### config.mk
export PLATFORM = sky130hd
export DESIGN_NAME = ppc_power_control
export DESIGN_NICKNAME = d
export VERILOG_FILES = /design/src/design/ppc_pkg.sv /design/src/design/ppc_power_control.sv
export SDC_FILE = /design/constraint.sdc
export NUM_CORES = 1
export LEC_CHECK = 0
export BUFFER_PORTS_ARGS = -buffer_cell sky130_fd_sc_hd__clkbuf_2
export CAP_MARGIN = 20
export CORE_ASPECT_RATIO = 1.25
export CORE_MARGIN = 4
export CORE_UTILIZATION = 43
export DETAILED_ROUTE_END_ITERATION = 8
export GPL_TIMING_DRIVEN = 0
export PLACE_DENSITY_LB_ADDON = 0.05
export SKIP_CTS_REPAIR_TIMING = 1
export SLEW_MARGIN = 10
export SYNTH_ARGS = -nofsm -noshare
export SYNTH_HDL_FRONTEND = slang
export SYNTH_SLANG_ARGS = --single-unit
### constraint.sdc
create_clock -name clk -period 1.11 [get_ports clk]
set_input_delay 0.222 -clock clk [delete_from_list [all_inputs] [get_ports clk]]
set_output_delay 0.222 -clock clk [all_outputs]
set_load 0.01 [all_outputs]
### src/design/ppc_pkg.sv
package ppc_pkg;

  // ****************************************
  // Register map
  // ****************************************
  localparam logic [5:0] ADDR_WRITE = 6'h3D;
  localparam logic [5:0] ADDR_SET = 6'h3E;
  localparam logic [5:0] ADDR_CLEAR = 6'h3F;
  localparam logic [7:0] POWER_CONTROL_RESET = 8'h00;

  // ****************************************
  // Field positions
  // ****************************************
  localparam int unsigned BIT_PULLUP = 4;
  localparam int unsigned BIT_FALL = 3;
  localparam int unsigned BIT_RISE = 2;

  // Register access request from the link-facing register port
  typedef struct packed {
    logic wr;
    logic rd;
    logic [5:0] addr;
    logic [7:0] wdata;
  } ppc_req_s;

  // Analog status from the comparators and the mode logic
  typedef struct packed {
    logic a_session_valid;
    logic b_session_valid;
    logic uart_mode;
  } ppc_stat_s;

endpackage : ppc_pkg

### src/design/ppc_power_control.sv
`timescale 1ns/100ps
// What this block does
// RULE_01: Register reads at 3Dh to 3Fh; write at 3Dh, set 3Eh, clear 3Fh.
// RULE_02: Link never writes ones to reserved bits 7 to 5 and 1 to 0.
// RULE_03: Bit 4 set enables weak pull-up only while A-session-valid is high.
// RULE_04: UART mode forces the weak pull-up on regardless of bit 4.
// RULE_05: Bit 3 set: B-session-valid fall sends receive command with alternate flag.
// RULE_06: Bit 2 set: B-session-valid rise sends receive command with alternate flag.
// RULE_07: Register resets to all zeros; pull-up and edge reports off.
// RULE_08: Link enters UART mode via carkit bit then routing enables.
// RULE_09: Set address ORs written ones in; clear address clears written ones.
module ppc_power_control (
  input wire logic clk,
  input wire logic sys_rst,
  input wire ppc_pkg::ppc_req_s req,
  input wire ppc_pkg::ppc_stat_s stat_pin,
  output logic [7:0] rdata,
  output logic rdata_valid,
  output logic dplus_weak_pullup_enable,
  output logic rxcmd_request,
  output logic alternate_interrupt_flag
);

  // ****************************************
  // Input synchronisers
  // ****************************************
  ppc_pkg::ppc_stat_s stat_meta;
  ppc_pkg::ppc_stat_s stat_sync;
  logic b_valid_prev;

  // Comparator outputs are asynchronous to the interface clock
  always_ff @(posedge clk) begin
    if (sys_rst) begin
      stat_meta <= '0;
      stat_sync <= '0;
      b_valid_prev <= 1'b0;
    end else begin
      stat_meta <= stat_pin;
      stat_sync <= stat_meta;
      b_valid_prev <= stat_sync.b_session_valid;
    end
  end

  // ****************************************
  // Register file
  // ****************************************
  logic [7:0] power_control;
  logic [7:0] next_power_control;
  logic [7:0] next_rdata;
  logic next_rdata_valid;

  // True for any of the three aliases of the register
  function automatic logic hits_reg(input logic [5:0] a);
    hits_reg = (a == ppc_pkg::ADDR_WRITE) || (a == ppc_pkg::ADDR_SET) || (a == ppc_pkg::ADDR_CLEAR);
  endfunction : hits_reg

  // Write, set and clear; reserved bits stored as written, link keeps them zero
  always_comb begin
    next_power_control = power_control;
    next_rdata = rdata;
    next_rdata_valid = 1'b0;
    if (req.wr) begin
      case (req.addr)
        ppc_pkg::ADDR_WRITE: next_power_control = req.wdata; // [RULE_01] [RULE_02]
        ppc_pkg::ADDR_SET: next_power_control = power_control | req.wdata; // [RULE_09]
        ppc_pkg::ADDR_CLEAR: next_power_control = power_control & ~req.wdata; // [RULE_09]
        default: next_power_control = power_control;
      endcase
    end
    if (req.rd) begin
      next_rdata_valid = 1'b1;
      // Unmapped reads answer zero so the link never sees stale data
      next_rdata = hits_reg(req.addr) ? power_control : 8'h00; // [RULE_01]
    end
  end

  // Register byte and read answer
  always_ff @(posedge clk) begin
    if (sys_rst) begin
      power_control <= ppc_pkg::POWER_CONTROL_RESET; // [RULE_07]
      rdata <= 8'h00;
      rdata_valid <= 1'b0;
    end else begin
      power_control <= next_power_control;
      rdata <= next_rdata;
      rdata_valid <= next_rdata_valid;
    end
  end

  // ****************************************
  // Register file checks
  // ****************************************
  // Reset clears the register and every output
  a_reset_state: assert property (@(posedge clk) // [RULE_07]
    sys_rst
    |=> power_control == ppc_pkg::POWER_CONTROL_RESET && rdata == 8'h00 && !rdata_valid
      && !dplus_weak_pullup_enable && !rxcmd_request && !alternate_interrupt_flag)
    else $error("Outputs not cleared by reset");
  // First edge after release still shows the reset value
  a_reset_zero: assert property (@(posedge clk) // [RULE_07]
    $fell(sys_rst)
    |-> power_control == ppc_pkg::POWER_CONTROL_RESET)
    else $error("Register not zero after reset");
  // Plain write replaces the whole byte
  a_write_load: assert property (@(posedge clk) disable iff (sys_rst) // [RULE_01]
    req.wr && req.addr == ppc_pkg::ADDR_WRITE
    |=> power_control == $past(req.wdata))
    else $error("Write access wrong");
  // Set alias ORs the written ones in
  a_set_or: assert property (@(posedge clk) disable iff (sys_rst) // [RULE_09]
    req.wr && req.addr == ppc_pkg::ADDR_SET
    |=> power_control == ($past(power_control) | $past(req.wdata)))
    else $error("Set access wrong");
  // Clear alias drops only the written ones
  a_clear_and: assert property (@(posedge clk) disable iff (sys_rst) // [RULE_09]
    req.wr && req.addr == ppc_pkg::ADDR_CLEAR
    |=> power_control == ($past(power_control) & ~$past(req.wdata)))
    else $error("Clear access wrong");
  // Without a write the byte never moves
  a_hold_idle: assert property (@(posedge clk) disable iff (sys_rst) // [RULE_09]
    !req.wr
    |=> power_control == $past(power_control))
    else $error("Register changed without write");
  // Writes to foreign addresses are ignored
  a_foreign_write: assert property (@(posedge clk) disable iff (sys_rst) // [RULE_01]
    req.wr && !hits_reg(req.addr)
    |=> power_control == $past(power_control))
    else $error("Foreign write changed register");
  // Every alias returns the current byte
  a_read_alias: assert property (@(posedge clk) disable iff (sys_rst) // [RULE_01]
    req.rd && hits_reg(req.addr) && !req.wr
    |=> rdata_valid
      && rdata == power_control)
    else $error("Read alias wrong");
  // A read beside a write returns the old byte
  a_read_old: assert property (@(posedge clk) disable iff (sys_rst) // [RULE_01]
    req.rd && req.wr && hits_reg(req.addr)
    |=> rdata_valid && rdata == $past(power_control))
    else $error("Read beside write not old value");
  // Foreign reads answer zero
  a_foreign_read: assert property (@(posedge clk) disable iff (sys_rst) // [RULE_01]
    req.rd && !hits_reg(req.addr)
    |=> rdata_valid && rdata == 8'h00)
    else $error("Foreign read not zero");
  // Valid only ever follows a read strobe
  a_valid_pulse: assert property (@(posedge clk) disable iff (sys_rst) // [RULE_01]
    rdata_valid
    |-> $past(req.rd))
    else $error("Read valid without read");
  // Valid stands one cycle only
  a_valid_idle: assert property (@(posedge clk) disable iff (sys_rst) // [RULE_01]
    !req.rd
    |=> !rdata_valid)
    else $error("Read valid without strobe");
  // Read data stands until the next read
  a_rdata_hold: assert property (@(posedge clk) disable iff (sys_rst) // [RULE_01]
    !req.rd
    |=> rdata == $past(rdata))
    else $error("Read data changed without read");

  // ****************************************
  // Pull-up and edge reports
  // ****************************************
  logic next_pullup;
  logic next_rxcmd;
  logic rise_seen;
  logic fall_seen;

  // Edge detect works on the second synchroniser stage only
  always_comb begin
    rise_seen = stat_sync.b_session_valid && !b_valid_prev;
    fall_seen = !stat_sync.b_session_valid && b_valid_prev;
    next_pullup = stat_sync.uart_mode // [RULE_04]
      || (power_control[ppc_pkg::BIT_PULLUP] && stat_sync.a_session_valid); // [RULE_03]
    next_rxcmd = (power_control[ppc_pkg::BIT_FALL] && fall_seen) // [RULE_05]
      || (power_control[ppc_pkg::BIT_RISE] && rise_seen); // [RULE_06]
  end

  // Pull-up level and report pulses
  always_ff @(posedge clk) begin
    if (sys_rst) begin
      dplus_weak_pullup_enable <= 1'b0;
      rxcmd_request <= 1'b0;
      alternate_interrupt_flag <= 1'b0;
    end else begin
      dplus_weak_pullup_enable <= next_pullup;
      rxcmd_request <= next_rxcmd;
      alternate_interrupt_flag <= next_rxcmd;
    end
  end

  // ****************************************
  // Pull-up and edge report checks
  // ****************************************
  // UART mode forces the pull-up on
  a_uart_pullup: assert property (@(posedge clk) disable iff (sys_rst) // [RULE_04]
    stat_sync.uart_mode
    |=> dplus_weak_pullup_enable)
    else $error("Pull-up off in UART mode");
  // Enable bit and session level together turn it on
  a_pullup_on: assert property (@(posedge clk) disable iff (sys_rst) // [RULE_03]
    power_control[ppc_pkg::BIT_PULLUP] && stat_sync.a_session_valid
    |=> dplus_weak_pullup_enable)
    else $error("Pull-up off although enabled");
  // No cause, no pull-up
  a_pullup_gate: assert property (@(posedge clk) disable iff (sys_rst) // [RULE_03]
    !stat_sync.uart_mode
      && !(power_control[ppc_pkg::BIT_PULLUP] && stat_sync.a_session_valid)
    |=> !dplus_weak_pullup_enable)
    else $error("Pull-up on without cause");
  // Enabled fall sends one flagged report
  a_fall_report: assert property (@(posedge clk) disable iff (sys_rst) // [RULE_05]
    power_control[ppc_pkg::BIT_FALL] && fall_seen
    |=> rxcmd_request && alternate_interrupt_flag)
    else $error("Fall edge not reported");
  // Enabled rise sends one flagged report
  a_rise_report: assert property (@(posedge clk) disable iff (sys_rst) // [RULE_06]
    power_control[ppc_pkg::BIT_RISE] && rise_seen
    |=> rxcmd_request && alternate_interrupt_flag)
    else $error("Rise edge not reported");
  // Masked or absent edges send nothing
  a_edge_refused: assert property (@(posedge clk) disable iff (sys_rst) // [RULE_05] [RULE_06]
    !(power_control[ppc_pkg::BIT_FALL] && fall_seen)
      && !(power_control[ppc_pkg::BIT_RISE] && rise_seen)
    |=> !rxcmd_request && !alternate_interrupt_flag)
    else $error("Report sent for masked edge");

endmodule : ppc_power_control

==> run_results.csv <==
group,metric,value,unit
critical_path,crit_cells,1,
cts,htree_levels,1,
synthesis,yosysTopAreaCell,"dfxtp_1",
synthesis,synthAdderAreaFrac,0,%
critical_path,critPathMaxFanout,2,
timing,fmax,0.968,GHz
place,portBuffers,32,
synthesis,synth-seq-area-share,52.1,%
cells_and_area,fin_cells,160,
critical_path,reg2reg_from,"power_control[3]$_SDFFE_PP0P_",
synthesis,synth_simple_gate_area_share,14.9,%
timing,hold_violations,0,
synthesis,ys_seq_elements,26,
timing,slew_viol_final,0,
routing,vias,823,
timing,fin_crit,1.03,ns
synthesis,muxShareOfSynthArea,0,%
place,pre_cts_ws,-0.258,ns
global_routing,grt_pass1_wl,3.68,mm
critical_path,cp.arrival,0.81,ns
global_routing,busiest_layer,"met2",
cts,clockBufferDepth,2,
die,die_h,61.9,um
critical_path,startpoint,"rdata[2]$_SDFFE_PP0P_",
critical_path,path_cells,"clkbuf_2",
critical_path,r2r_cells,2,
timing,worst_slack,0.0769,ns
timing,setup_viol_count_final,0,
power,pwr-share-seq,61.0,%
synthesis,synth_cells,94,
die,initial_core_util,45.2,%
critical_path,crit_required,0.89,ns
power,pwr-share-comb,9.0,%
synthesis,synthDistinctLibCells,22,
critical_path,crit_type,"reg -> out",
power,netSwitchingPower,0.356,mW
cts,cts-root-buf,"clkbuf_4",
run_status,status,"completed",
cts,clk-insertion-delay-late,0.31,ns
critical_path,crit_path_top_delay_cell,"dfxtp_1",
synthesis,syn_avg_cell_area,10.6,um^2
global_routing,grt_max_degree,15,
synthesis,synth.cell_area,998,um^2
synthesis,yosys_warnings,0,
power,switching_share,22.8,%
hold_path,whs_path_depth,2,
cts,cts_made_buffers,3,
die,fp-row-count,19,
die,core,2210,um^2
synthesis,synth_xor_area_share,0.877,%
global_routing,grtUsageMet3,3.58,%
global_routing,grt_overflow,0,
cts,clkTransAtPathRegs,0.13,ns
synthesis,synth_nets,115,
power,p_total,1.56,mW
power,peakVddDrop,0.000869,V
critical_path,end_kind,"output port",
die,die_w,51.1,um
place,dp_cells,157,
routing,drt-pass1-iter-count,4,
die,pin_count,33,
die,die_area,3160,um^2
synthesis,yosys.area.top_type_share,52.1,%
routing,vias_per_cell,5.14,
critical_path,path_buf_inv,1,
global_routing,first_global_vias,816,
power,internal-power,1.21,mW
timing,worstMarginPinSlew,0.504,ns
cells_and_area,final_nets,151,
synthesis,synth_compound_area_share,25.1,%
global_routing,grt_usage,15.5,%
power,clkPwrFrac,30.0,%
routing,wl_per_cell,13.3,um
hold_path,hp-start,"stat_pin[1]",
timing,finalClockSkew,0.00246,ns
synthesis,yosys-top-cells-area,"dfxtp_1 (52%), a32o_1 (8.0%), a211o_1 (7.0%), a32oi_1 (7.0%), nor2b_1 (4.4%)",
timing,fin_crit_sh,93.1,%
global_routing,grtUsageMet1,18.4,%
job,cap_violations,0,
routing,antenna_left,0,
timing,relSlewSlack,66.1,%
place,gp_congestion,0.743,
routing,drtIter0Drc,16,
critical_path,critPathTopFamily,"flip-flops",
cts,cts.sinks,26,
cells_and_area,area_growth,23.6,%
place,hpwlAfterDp,1.56,mm
timing,rsz0062_at_grt,"no",
timing,tns,0,ns
cts,cts_tree,"built",
global_routing,antenna_found_initial,0,
power,power.leakage,0.531,nW
cells_and_area,drive_gt1_share,34.1,%
synthesis,synth_top_family_by_area,"compound AO/OA/AOI/OAI gates",
critical_path,start_kind,"flip-flop",
power,power_density,1270,nW/um^2
critical_path,cpPeakStageDelay,0.36,ns
hold_path,hp-class,"in -> reg",
global_routing,use_met2,26.9,%
routing,drt_wl_total,2.13,mm
cells_and_area,num_antenna_cells,0,
routing,drc,0,
path summary, 6_finish.rpt:
path	slack, ns	endpoint
max	0.08	rdata[2]
min	0.11	stat_meta[1]$_SDFF_PP0_
max reg2reg	0.44	rdata[3]$_SDFFE_PP0P_
min reg2reg	0.46	stat_sync[1]$_SDFF_PP0_
power by group through the flow:
stage / Sequential, mW / Clock (mW) / Combinational, mW
detailed placement: 0.975 / 0 / 0.143
global route: 0.957 / 0.521 / 0.159
global placement: 0.975 / 0 / 0.139
CTS: 0.954 / 0.474 / 0.143
floorplan: 0.976 / 0 / 0.0703
finish: 0.954 / 0.469 / 0.141
cells in the mapped netlist:
library cell  number
dfxtp_1           26
nor2_1            10
inv_1              9
a211o_1            8
a32o_1             8
a32oi_1            8
nor2b_1            7
a21oi_1            2
buf_2              2
nand3b_1           2
and2_4             1
and4_1             1
buf_4              1
buf_6              1
clkbuf_1           1
clkinv_1           1
nand2_1            1
nand3_2            1
nor4_4             1
o211ai_2           1
o21a_1             1
xnor2_1            1
layout make-up:
cell class	count	area, um^2
multi-input combinational	53	408
buffer	4	25.0
timing repair buffer	32	166
inverter	10	37.5
tap	31	38.8
fill	209	977
sequential	26	522
clock buffer	4	36.3
layer usage:
| layer | share of wire, % | vias up | wire (um) |
|---|---|---|---|
| met5 | 0 | - | 0 |
| li1 | - | 415 | - |
| met4 | 1.8 | 0 | 38 |
| met3 | 6.4 | 4 | 137 |
| met2 | 47 | 27 | 992 |
| met1 | 45 | 377 | 964 |
cells by family (layout without fill, tap and decap cells):
group / count (synthesis) / in the layout
AND/OR/NAND/NOR: 24 / 24
XOR/XNOR: 1 / 1
buffers and inverters: 15 / 50
AO/OA/AOI/OAI: 28 / 28
flip-flops: 26 / 26
flip-flops by register name, indices dropped and copies added, names as in the netlist:
register                  flops
power_control                 8
rdata                         8
stat_meta                     3
stat_sync                     3
alternate_interrupt_flag      1
b_valid_prev                  1
dplus_weak_pullup_enable      1
rdata_valid                   1
stage by stage:
stage	hold WS, ns	cell area (um^2)	utilization (%)
after floorplan	0.348	998	-
after global placement	0.417	1200	54.2
after detailed placement	0.432	1200	54.2
after CTS	0.107	1230	55.8
after global routing	0.100	1230	55.8
final	0.106	1230	55.8
cells in the final DEF (no fill, tap or decap), drive strengths merged:
cell	instances
clkbuf	36
dfxtp	26
nor2	10
inv	9
a211o	8
a32o	8
a32oi	8
nor2b	7
buf	4
a21oi	2
nand3b	2
and2	1
o211ai	1
nand3	1
nand2	1
xnor2	1
nor4	1
and4	1
o21a	1
clkinv	1
worst register-to-register path, delay by kind of cell, from the launching register on:
family          cells  cell delay [ns]
flops               1             0.35
simple gates        1             0.06
compound gates      1             0.17
Note: power is estimated with default switching activity, not from simulation.
